$ cat config.mk
export PLATFORM = sky130hd
export DESIGN_NAME = abs_search_engine
export DESIGN_NICKNAME = d
export VERILOG_FILES = /design/src/abs_pkg.sv /design/src/abs_search_engine.sv
export VERILOG_INCLUDE_DIRS = /design/src
export SDC_FILE = /design/constraint.sdc
export NUM_CORES = 1
export LEC_CHECK = 0
export ABC_AREA = 1
export BUFFER_PORTS_ARGS = -buffer_cell sky130_fd_sc_hd__buf_2
export CAP_MARGIN = 20
export CORE_MARGIN = 2
export CORE_UTILIZATION = 49
export CTS_BUF_LIST = sky130_fd_sc_hd__clkbuf_16
export DETAILED_ROUTE_END_ITERATION = 10
export MAX_ROUTING_LAYER = met4
export PLACE_DENSITY = 0.75
export RECOVER_POWER = 100
export REMOVE_ABC_BUFFERS = 1
export SETUP_SLACK_MARGIN = 0.1
export SKIP_CTS_REPAIR_TIMING = 1
export SYNTH_ARGS = -nofsm -noshare
export SYNTH_HDL_FRONTEND = slang
export SYNTH_SLANG_ARGS = --single-unit
$ cat constraint.sdc
create_clock -name i_sys_clk -period 5.96 [get_ports i_sys_clk]
set_input_delay 0.596 -clock i_sys_clk [delete_from_list [all_inputs] [get_ports i_sys_clk]]
set_output_delay 0.596 -clock i_sys_clk [all_outputs]
set_load 0.02 [all_outputs]
$ cat src/abs_params.svh
// constants of the address binary search engine
`ifndef ABS_PARAMS_SVH
`define ABS_PARAMS_SVH

// widths
`define ABS_AW 13
`define ABS_DW 16
`define ABS_KW 48
`define ABS_NIB_W 4
`define ABS_NIBS 12
`define ABS_SLICE_NIBS 4
`define ABS_SLICES 3
`define ABS_LANES 3

// decoder select codes
`define ABS_SEL_MOVE 3'h0
`define ABS_SEL_ARG_LO 3'h1
`define ABS_SEL_ARG_MID 3'h2
`define ABS_SEL_ARG_HI 3'h3
`define ABS_SEL_RESULT 3'h4
`define ABS_SEL_TBL_LO 3'h5
`define ABS_SEL_TBL_MID 3'h6
`define ABS_SEL_TBL_HI 3'h7

// results word layout
`define ABS_RES_MATCH 15
`define ABS_RES_SPARE 14
`define ABS_RES_ADDR_HI 13
`define ABS_RES_ADDR_LO 1
`define ABS_RES_ABOVE 0

// timing
`define ABS_CLK_NS 25
`define ABS_STEER_NS 100
`define ABS_STEER_CYC ((`ABS_STEER_NS + `ABS_CLK_NS - 1) / `ABS_CLK_NS)
`define ABS_DIV_W 2

// reset values
`define ABS_DONE_RST 1'b1
`define ABS_STEER_RST 1'b1

`endif

$ cat src/abs_pkg.sv
// types of the address binary search engine
`include "abs_params.svh"

package abs_pkg;

  typedef enum logic [2:0] {
    ABS_IDLE = 3'b000,
    ABS_ARM = 3'b001,
    ABS_WAIT = 3'b010,
    ABS_SETTLE = 3'b011,
    ABS_CMP = 3'b100
  } abs_fsm_t;

  typedef struct packed {
    abs_fsm_t fsm;
    logic done;
    logic steer_n;
    logic [`ABS_DIV_W-1:0] div;
    logic [`ABS_AW-1:0] probe;
    logic [`ABS_AW-1:0] tbl_addr;
    logic [`ABS_KW-1:0] arg;
    logic match;
    logic above;
    logic pend_v;
    logic pend_wr;
    logic [2:0] pend_sel;
    logic [`ABS_DW-1:0] dout;
    logic doe;
    logic [`ABS_LANES-1:0] we;
    logic [`ABS_DW-1:0] wdata;
  } abs_regs_t;

endpackage : abs_pkg

$ cat src/abs_search_engine.sv
// address binary search engine: argument latches, compare slices, search control, results word
`timescale 1ns/100ps
`include "abs_params.svh"

module abs_search_engine (
  // clock and reset
  input wire logic i_sys_clk,
  input wire logic i_rst,
  // processor bus
  input wire logic i_unit_select,
  input wire logic i_cpu_write_direction,
  input wire logic i_xcvr_select_0,
  input wire logic i_xcvr_select_1,
  input wire logic i_xcvr_select_2,
  input wire logic [`ABS_AW-1:0] i_cpu_table_address,
  input wire logic [`ABS_DW-1:0] i_cpu_data_bus,
  output logic [`ABS_DW-1:0] o_cpu_data_bus,
  output logic o_cpu_data_bus_oe,
  // search start address
  input wire logic [`ABS_AW-1:0] i_search_address_bus,
  // address table memory
  output logic [`ABS_AW-1:0] o_table_address,
  input wire logic [`ABS_KW-1:0] i_table_data,
  output logic [`ABS_DW-1:0] o_table_wdata,
  output logic [`ABS_LANES-1:0] o_table_lane_we,
  // status
  output logic o_search_done,
  output logic o_probe_select_steer_n
);

  // ****************************************
  // constants and state
  // ****************************************
  localparam logic [`ABS_DIV_W-1:0] DIV_LAST = `ABS_DIV_W'(`ABS_STEER_CYC - 1);
  localparam logic [`ABS_DIV_W-1:0] DIV_ONE = `ABS_DIV_W'(1);
  localparam logic [`ABS_AW-1:0] ADDR_ONE = `ABS_AW'(1);

  // idle, selector on processor, results and strobes clear
  localparam abs_pkg::abs_regs_t RST = '{
    fsm: abs_pkg::ABS_IDLE,
    done: `ABS_DONE_RST,
    steer_n: `ABS_STEER_RST,
    div: '0,
    probe: '0,
    tbl_addr: '0,
    arg: '0,
    match: 1'b0,
    above: 1'b0,
    pend_v: 1'b0,
    pend_wr: 1'b0,
    pend_sel: '0,
    dout: '0,
    doe: 1'b0,
    we: '0,
    wdata: '0
  };

  abs_pkg::abs_regs_t r;
  abs_pkg::abs_regs_t n;

  // ****************************************
  // decode helpers
  // ****************************************
  function automatic logic is_arg_word(input logic [2:0] code);
    return (code >= `ABS_SEL_ARG_LO) && (code <= `ABS_SEL_ARG_HI);
  endfunction : is_arg_word

  function automatic logic is_tbl_word(input logic [2:0] code);
    return code >= `ABS_SEL_TBL_LO;
  endfunction : is_tbl_word

  // only codes with a word to show answer a read
  function automatic logic drives_bus(input logic [2:0] code);
    return is_arg_word(code) || (code == `ABS_SEL_RESULT) || is_tbl_word(code);
  endfunction : drives_bus

  function automatic logic [1:0] lane_of(input logic [2:0] sel);
    logic [2:0] base;
    base = is_tbl_word(sel) ? `ABS_SEL_TBL_LO : `ABS_SEL_ARG_LO;
    return 2'(sel - base);
  endfunction : lane_of

  function automatic logic [`ABS_DW-1:0] word_of(input logic [`ABS_KW-1:0] v, input logic [1:0] lane);
    return v[`ABS_DW * lane +: `ABS_DW];
  endfunction : word_of

  // returns {greater, equal}, the most significant part deciding first
  function automatic logic [1:0] cascade4(input logic [3:0] gt, input logic [3:0] eq);
    logic [1:0] res;
    res = 2'h1;
    for (int k = 3; k >= 0; k = k - 1) begin
      if (res[0] && !eq[k]) begin
        res = {gt[k], 1'b0};
      end
    end
    return res;
  endfunction : cascade4

  // 2:1 table address selector, low steer picks the probe
  function automatic logic [`ABS_AW-1:0] table_pick(input logic steer_n, input logic [`ABS_AW-1:0] cpu_addr,
                                                    input logic [`ABS_AW-1:0] probe_addr);
    return steer_n ? cpu_addr : probe_addr;
  endfunction : table_pick

  // next probe one tree level down, half the current step away, upwards for greater
  function automatic logic [`ABS_AW-1:0] next_probe(input logic [`ABS_AW-1:0] cur, input logic up);
    logic [`ABS_AW-1:0] lsb;
    logic [`ABS_AW-1:0] step;
    lsb = cur & (~cur + ADDR_ONE);
    step = lsb >> 1;
    return up ? cur + step : cur - step;
  endfunction : next_probe

  // ****************************************
  // nibble compare elements
  // ****************************************
  logic [`ABS_NIBS-1:0] nib_gt;
  logic [`ABS_NIBS-1:0] nib_eq;
  logic [`ABS_SLICES-1:0] sl_gt;
  logic [`ABS_SLICES-1:0] sl_eq;
  logic arg_gt;
  logic arg_eq;

  // one element per nibble, its latch shared with the move path
  genvar g;
  generate
    for (g = 0; g < `ABS_NIBS; g = g + 1) begin : g_nib
      assign nib_gt[g] = r.arg[`ABS_NIB_W*g +: `ABS_NIB_W] > i_table_data[`ABS_NIB_W*g +: `ABS_NIB_W];
      assign nib_eq[g] = r.arg[`ABS_NIB_W*g +: `ABS_NIB_W] == i_table_data[`ABS_NIB_W*g +: `ABS_NIB_W];
    end
  endgenerate

  genvar s;
  generate
    for (s = 0; s < `ABS_SLICES; s = s + 1) begin : g_slice
      assign {sl_gt[s], sl_eq[s]} = cascade4(nib_gt[`ABS_SLICE_NIBS*s +: `ABS_SLICE_NIBS],
                                             nib_eq[`ABS_SLICE_NIBS*s +: `ABS_SLICE_NIBS]);
    end
  endgenerate

  // high slice decides first; padding slice always equal
  assign {arg_gt, arg_eq} = cascade4({1'b0, sl_gt}, {1'b1, sl_eq});

  // ****************************************
  // processor decode and results word
  // ****************************************
  logic [2:0] sel;
  logic acc;
  logic acc_wr;
  logic [`ABS_DW-1:0] result_word;
  logic at_bottom;
  logic steer_tick;
  logic start_hit;

  assign sel = {i_xcvr_select_2, i_xcvr_select_1, i_xcvr_select_0};
  // all access blocked while a search runs or the selector is still on probes
  assign acc = i_unit_select && r.done && r.steer_n && (r.fsm == abs_pkg::ABS_IDLE);
  assign acc_wr = acc && i_cpu_write_direction;
  // only the high argument word starts a search
  assign start_hit = acc_wr && (sel == `ABS_SEL_ARG_HI);

  // ****************************************
  // results word
  // ****************************************
  // flags and address stand until the next search arms
  always_comb begin
    result_word = '0;
    result_word[`ABS_RES_MATCH] = r.match;
    result_word[`ABS_RES_SPARE] = 1'b0;
    result_word[`ABS_RES_ADDR_HI:`ABS_RES_ADDR_LO] = r.probe;
    result_word[`ABS_RES_ABOVE] = r.above;
  end

  // ****************************************
  // tree bottom and steering enable
  // ****************************************
  // odd probes are leaves; a zero start ends at once, so software starts at a power of two
  assign at_bottom = r.probe[0] || (r.probe == '0);
  assign steer_tick = (r.div == DIV_LAST);

  // ****************************************
  // next state
  // ****************************************
  always_comb begin
    n = r;
    n.we = '0;
    n.doe = 1'b0;
    n.pend_v = acc;
    n.pend_wr = i_cpu_write_direction;
    n.pend_sel = sel;
    n.div = steer_tick ? '0 : r.div + DIV_ONE;

    // ****************************************
    // selector steering
    // ****************************************
    // updates on the 100-ns enable only, so it trails done by up to four cycles
    if (steer_tick) begin
      n.steer_n = r.done;
    end
    n.tbl_addr = table_pick(r.steer_n, i_cpu_table_address, r.probe);

    // ****************************************
    // processor access, second cycle
    // ****************************************
    if (r.pend_v) begin
      if (r.pend_wr) begin
        if (r.pend_sel == `ABS_SEL_MOVE) begin
          n.arg = i_table_data;
        end
      end else begin
        n.doe = drives_bus(r.pend_sel);
        case (r.pend_sel)
          `ABS_SEL_ARG_LO, `ABS_SEL_ARG_MID, `ABS_SEL_ARG_HI: begin
            n.dout = word_of(r.arg, lane_of(r.pend_sel));
          end
          `ABS_SEL_RESULT: begin
            n.dout = result_word;
          end
          `ABS_SEL_TBL_LO, `ABS_SEL_TBL_MID, `ABS_SEL_TBL_HI: begin
            n.dout = word_of(i_table_data, lane_of(r.pend_sel));
          end
          default: begin
            n.doe = 1'b0;
          end
        endcase
      end
    end

    // ****************************************
    // processor write, first cycle
    // ****************************************
    if (acc_wr) begin
      case (sel)
        `ABS_SEL_ARG_LO, `ABS_SEL_ARG_MID, `ABS_SEL_ARG_HI: begin
          n.arg[`ABS_DW * lane_of(sel) +: `ABS_DW] = i_cpu_data_bus;
        end
        `ABS_SEL_TBL_LO, `ABS_SEL_TBL_MID, `ABS_SEL_TBL_HI: begin
          n.we[lane_of(sel)] = 1'b1;
          n.wdata = i_cpu_data_bus;
        end
        default: begin
        end
      endcase
    end

    // ****************************************
    // search control
    // ****************************************
    case (r.fsm)
      abs_pkg::ABS_IDLE: begin
        if (start_hit) begin
          n.fsm = abs_pkg::ABS_ARM;
        end
      end
      abs_pkg::ABS_ARM: begin
        n.probe = i_search_address_bus;
        n.done = 1'b0;
        n.match = 1'b0;
        n.above = 1'b0;
        n.fsm = abs_pkg::ABS_WAIT;
      end
      abs_pkg::ABS_WAIT: begin
        // table address takes the probe on this edge
        if (!r.steer_n) begin
          n.fsm = abs_pkg::ABS_CMP;
        end
      end
      abs_pkg::ABS_SETTLE: begin
        n.fsm = abs_pkg::ABS_CMP;
      end
      abs_pkg::ABS_CMP: begin
        if (arg_eq) begin
          n.match = 1'b1;
          n.above = 1'b0;
          n.done = 1'b1;
          n.fsm = abs_pkg::ABS_IDLE;
        end else if (at_bottom) begin
          n.match = 1'b0;
          n.above = arg_gt;
          n.done = 1'b1;
          n.fsm = abs_pkg::ABS_IDLE;
        end else begin
          // ascending order makes higher locations hold larger entries
          n.probe = next_probe(r.probe, arg_gt);
          n.fsm = abs_pkg::ABS_SETTLE;
        end
      end
      default: begin
        n.fsm = abs_pkg::ABS_IDLE;
        n.done = 1'b1;
      end
    endcase
  end

  // ****************************************
  // state register
  // ****************************************
  always_ff @(posedge i_sys_clk) begin
    if (i_rst) begin
      r <= RST;
    end else begin
      r <= n;
    end
  end

  // ****************************************
  // outputs
  // ****************************************
  // processor side
  assign o_cpu_data_bus = r.dout;
  assign o_cpu_data_bus_oe = r.doe;
  // table side
  assign o_table_address = r.tbl_addr;
  assign o_table_wdata = r.wdata;
  assign o_table_lane_we = r.we;
  // status
  assign o_search_done = r.done;
  assign o_probe_select_steer_n = r.steer_n;

endmodule : abs_search_engine

Word level (Yosys, flattened, before mapping). Cells that the tools add are included.

Flip-flop bits (word level): 124. Bits of input ports: 97. Output and inout port bits: 51. Logic and storage cells: 178.

Add/subtract/negate cells: 7. $lt $le $gt $ge: 17. Equality and inequality tests: 35. Shift operators: 4. Muxes and demuxes: 39. Bitwise operators: 8. Reductions and logical operators: 52.

Operator list (number): 48-bit 2-to-1 mux (5); 48-bit by 7-bit variable part select with 16-bit output (2); 13-bit 2-to-1 mux (4); 48-bit bitwise mux (1); 4-bit == test (12); 4-bit > comparator (12); 16-bit one-hot mux with 3 select lines (1); 16-bit by 34-bit variable shift with 48-bit output, first input constant (1); 16-bit by 34-bit variable part select with 48-bit output (1); 2-bit 2-to-1 mux (18); 6-bit negator with 34-bit output (1); 13-bit one-hot mux with 2 select lines (1); 3-bit == test, second input constant (8); 3-bit by 2-bit == test with 1-bit output, second input constant (6); 1-bit logical AND (18); 3-bit OR reduction (6); 3-bit one-hot mux with 5 select lines (1); 13-bit by 1-bit adder with 13-bit output, second input constant (1); 13-bit by 12-bit adder with 13-bit output (1); 13-bit AND (1); 13-bit logical NOT (1); 13-bit NOT (1); 13-bit by 12-bit subtractor with 13-bit output (1); 1-bit logical NOT (11); 27 further kinds (47).

Logic depth before layout (Yosys ltp).
Depth in word-level cells: 17. Mapped depth: 26. Depth with buffers taken out: 26.

Worst setup path before layout. No wires, ideal clock.

Kind: input port to flip-flop. Start: input i_table_data[39]. End: register r[113] (netlist bit). Arrival time: 3327 ps. Setup slack: 2511 ps. Stages: 24. Cells stage by stage: inv_1 > ha_1 > nand2_1 > nor2_4 > inv_2 > nor3_1 > nand2_1 > nor2_2 > nand3_2 > nand2_4 > inv_2 > nor2_1 > xor2_1 > inv_1 > ha_1 > a21oi_1 > inv_1 > a21oi_1 > nor2_1 > nor2_1 > xor2_1 > nand2_1 > o21ai_0 > a21oi_1.

Longest elaborated chain between the ends: 15.

RTL lines: start, declared (RTL line abs_search_engine.sv:23) `` input wire logic [`ABS_KW-1:0] i_table_data, ``; 4-bit == test (RTL line abs_search_engine.sv:129) `` assign nib_eq[g] = r.arg[`ABS_NIB_W*g +: `ABS_NIB_W] == i_table_data[`ABS_NIB_W*g +: `ABS_NIB_W]; ``; 1-bit logical NOT (RTL line abs_search_engine.sv:92) `if (res[0] && !eq[k]) begin`; 1-bit logical AND (RTL line abs_search_engine.sv:92); 2-bit 2-to-1 mux (*) (RTL line abs_search_engine.sv:92); 1-bit logical AND (RTL line abs_search_engine.sv:92); 2-bit 2-to-1 mux (*) (2 in a row) (RTL line abs_search_engine.sv:92); 1-bit logical AND (RTL line abs_search_engine.sv:92); 2-bit 2-to-1 mux (*) (RTL line abs_search_engine.sv:92); 1-bit logical AND (RTL line abs_search_engine.sv:92); 2-bit 2-to-1 mux (*) (RTL line abs_search_engine.sv:92); 13-bit 2-to-1 mux (RTL line abs_search_engine.sv:111) `return up ? cur + step : cur - step;`; 13-bit 2-to-1 mux (RTL line abs_search_engine.sv:277) `end else if (at_bottom) begin`; 13-bit 2-to-1 mux (RTL line abs_search_engine.sv:272) `if (arg_eq) begin`; 13-bit one-hot mux with 2 select lines (RTL line abs_search_engine.sv:249) `case (r.fsm)`; end signal, assigned (RTL line abs_search_engine.sv:302) `r <= n;`; end, declared (RTL line abs_search_engine.sv:58) `abs_pkg::abs_regs_t r;`.

Mark *: on every way between the ends. The rest lies on a longest branch, timed or not. The select of a mux whose other input is x is not followed. A chain may end at the register's enable or synchronous reset.

Worst setup path after layout.
Start: register r[36] (netlist bit). End: register r, in the netlist o_cpu_data_bus[8].

Longest elaborated chain between the ends: 4.

RTL lines: parallel branches: the longest is 4 deep, another holds 2-bit subtractor.

Parallel ways; which one is timed is not known.

==> results by group <==
Job
  – Max cap viols: 4

Timing
  – RSZ-0062 raised after global routing: no
  – Final setup vio count: 0
  – Fin. max-slew vios: 196
  – Min Tclk post-route: 4.47 ns
  – Slew @ Worst Pin: 3.41 ns
  – Normalized max-slew margin: -1.28
  – Crit share post-route: 0.751
  – Clock skew: 0.00773 ns
  – Achievable frequency: 223 MHz
  – Setup TNS: 0 ns
  – Fin. Hold Viols: 0

Floorplan
  – Die Wd: 136 µm
  – Ports: 148
  – Die Span Y: 136 µm
  – Rows: 48
  – Initial Util: 0.498
  – Core area: 17,200 µm²
  – Die area: 18,500 µm²

GRT
  – Largest net degree at the start of global routing: 97
  – Initial antenna violation count: 0
  – Grt total ovfl: 0
  – Global-route wire length before repair: 38,800 µm
  – GRT Util Overall: 0.271
  – Vias in the first global route: 7,915

Cells and area
  – Final cell count without fillers: 1,573
  – # diodes: 0
  – Fin area: 9540 µm²
  – Nets: 1,499
  – Area growth syn-to-layout: 11.6%
  – Final Util: 0.556
  – Share of layout cells above drive strength 1: 0.126

Routing
  – Initial DRC count: 609
  – Routed vias: 8,685
  – DRT Pass-1 Iters: 5
  – Final wirelength: 23,900 µm
  – Drt wl/cell: 15.2 µm
  – Routed Antenna Nets: 0
  – Via-to-Cell Ratio: 5.52
  – Drc violations: 0

CTS
  – # H-tree levels: 4
  – TritonCTS buffer count: 17
  – Clock Tree Root: clkbuf_16
  – Longest Clk Path Bufs: 2
  – Clock sink count: 124
  – Clock transition at path regs: 0.06 ns
  – Clock latency at the later pin of the worst-skew pair: 0.43 ns
  – CTS tree: built

Outcome
  – Status: complete, but fails checks
  – Failing checks: max-capacitance violations, max-slew violations

Synth
  – Yosys warns: 0
  – Sequential-to-total area share from yosys stat: 0.290
  – Seq cells post-synth: 124
  – Syn Inst Count: 1,269
  – Avg Cell Area, Syn: 6.74 µm²
  – Yosys cell types: 45
  – EDFF count, synth: 0
  – Fraction of registers with async set/reset: 0
  – Mapped cell area: 8560 µm²
  – Dominant synthesized flop cell: dfxtp_1

Placed design
  – Placer Congestion: 0.987
  – DP Cell Count: 1,539
  – Placed cell area: 9020 µm²
  – Port buffer count: 147
  – Hpwl dp: 16,800 µm

Setup path
  – WP data arrival: 4.70 ns
  – Worst setup EP type: flop
  – CP Class: flop to flop
  – CP startpoint kind: flop
  – Critical path required time: 6.19 ns
  – Worst-path maximum fanout: 75

Pwr
  – VDD IR max: 0.314 mV
  – Final Power: 3.98 mW
  – Power per cell area: 417 nW/µm²
  – Leak: 4.22 nW

Hold path
  – Hold crit path type: input port to flop
[placed cells by master, fill, tap and decap left out, types with 6 or more instances in the layout]
cell / count
ha_1: 66
inv_2: 10
nor3_1: 13
o21ai_0: 210
nor2_1: 76
xor2_1: 10
a31oi_1: 22
clkbuf_1: 55
clkbuf_16: 17
o211ai_1: 6
nand3_1: 35
nand4_1: 12
inv_1: 147
nor2_2: 8
buf_2: 95
a21oi_1: 159
o21ai_1: 29
nand2_1: 193
dfxtp_1: 124
[metal layers]
metal  part of all wire  GRT usage  vias to the layer above
li1                   -          -                     4336
met1               0.45      0.348                     3955
met2               0.45      0.430                      346
met3              0.069     0.0425                       48
met4              0.027      0.101                        0
met5                  0          -                        -
[path summary, 6_finish.rpt]
check	start	endpoint	slack [ns]	cells after the start
max	r[36]	o_cpu_data_bus[8]	1.49	13
min	i_cpu_table_address[1]	o_table_address[1]	0.40	3
max reg2reg	r[36]	o_cpu_data_bus[8]	1.49	13
min reg2reg	r[117]	r[117]	0.43	1
[per-stage QoR]
stage | hold slack (ns) | setup WS [ns]
floorplan | 0.400 | 2.18
global placement | 0.418 | 2.01
detailed placement | 0.422 | 1.95
CTS | 0.393 | 2.19
global route | 0.393 | 1.02
finish | 0.395 | 1.49
[logic make-up after synthesis]
| group | count (synthesis) | synth area share |
|---|---|---|
| compound gates | 442 | 0.271 |
| simple gates | 351 | 0.181 |
| buf+inv | 271 | 0.145 |
| flops | 124 | 0.290 |
| fa+ha+maj | 67 | 0.0989 |
| xor+xnor | 13 | 0.0133 |
| other cells | 1 | 0.000438 |
[report_power, final]
part	leakage, nW	total [mW]	internal [mW]	switching [mW]
clock	0.268	1.03	0.612	0.415
sequential	1.01	1.06	0.933	0.123
combinational	2.94	1.90	0.693	1.20
[Yosys cell counts (2+ instances only)]
| cell type | count | area share |
|---|---|---|
| inv_1 | 145 | 0.064 |
| nor2_2 | 8 | 0.0058 |
| nand3_1 | 33 | 0.019 |
| buf_1 | 2 | 0.00088 |
| nand3_2 | 2 | 0.0023 |
| dfxtp_1 | 124 | 0.29 |
| nor3_4 | 2 | 0.0038 |
| xnor2_1 | 3 | 0.0031 |
| inv_2 | 13 | 0.0057 |
| nor3_1 | 12 | 0.0070 |
| nand4_2 | 2 | 0.0029 |
| o21ai_1 | 40 | 0.023 |
| nor3_2 | 4 | 0.0047 |
| a211oi_2 | 2 | 0.0029 |
| a211oi_1 | 2 | 0.0018 |
| buf_2 | 23 | 0.013 |
| o21bai_1 | 4 | 0.0035 |
| o21ai_0 | 199 | 0.12 |
| nor2_4 | 2 | 0.0026 |
| clkbuf_1 | 36 | 0.016 |
| o211ai_1 | 6 | 0.0053 |
| nand2_1 | 193 | 0.085 |
| xor2_1 | 10 | 0.010 |
| nand4_1 | 12 | 0.0088 |
| a21oi_2 | 3 | 0.0031 |
| buf_4 | 48 | 0.042 |
| a21o_1 | 2 | 0.0018 |
| a31oi_1 | 22 | 0.016 |
| a21oi_1 | 158 | 0.092 |
| nor2_1 | 76 | 0.033 |
| ha_1 | 66 | 0.097 |
| nand2_4 | 2 | 0.0026 |
[final cells by class]
type                       count  area (µm²)
fill                        1719        7630
multi-input combinational    874        4810
sequential                   124        2480
timing repair buffer         158         790
inverter                     160         606
clock buffer                  17         425
tap                          225         282
clock inverter                15         150
[sequential cells by signal (all words and copies together), names as in the netlist]
register                cells
o_search_done               1
r                          73
o_probe_select_steer_n      1
o_cpu_data_bus             16
o_table_wdata              16
o_table_lane_we             3
o_cpu_data_bus_oe           1
o_table_address            13
[critical path, stage by stage (launching register included)]
cell	delay, ns
dfxtp_1	0.31
clkbuf_1	1.16
inv_2	0.19
ha_1	0.33
o21ai_0	0.29
nand2_2	0.06
buf_4	0.35
inv_1	0.67
nand3_1	0.15
nand2_1	0.26
buf_16	0.21
a31oi_1	0.08
o21ai_0	0.10
a21oi_1	0.08
(Power assumes the default switching activity.)
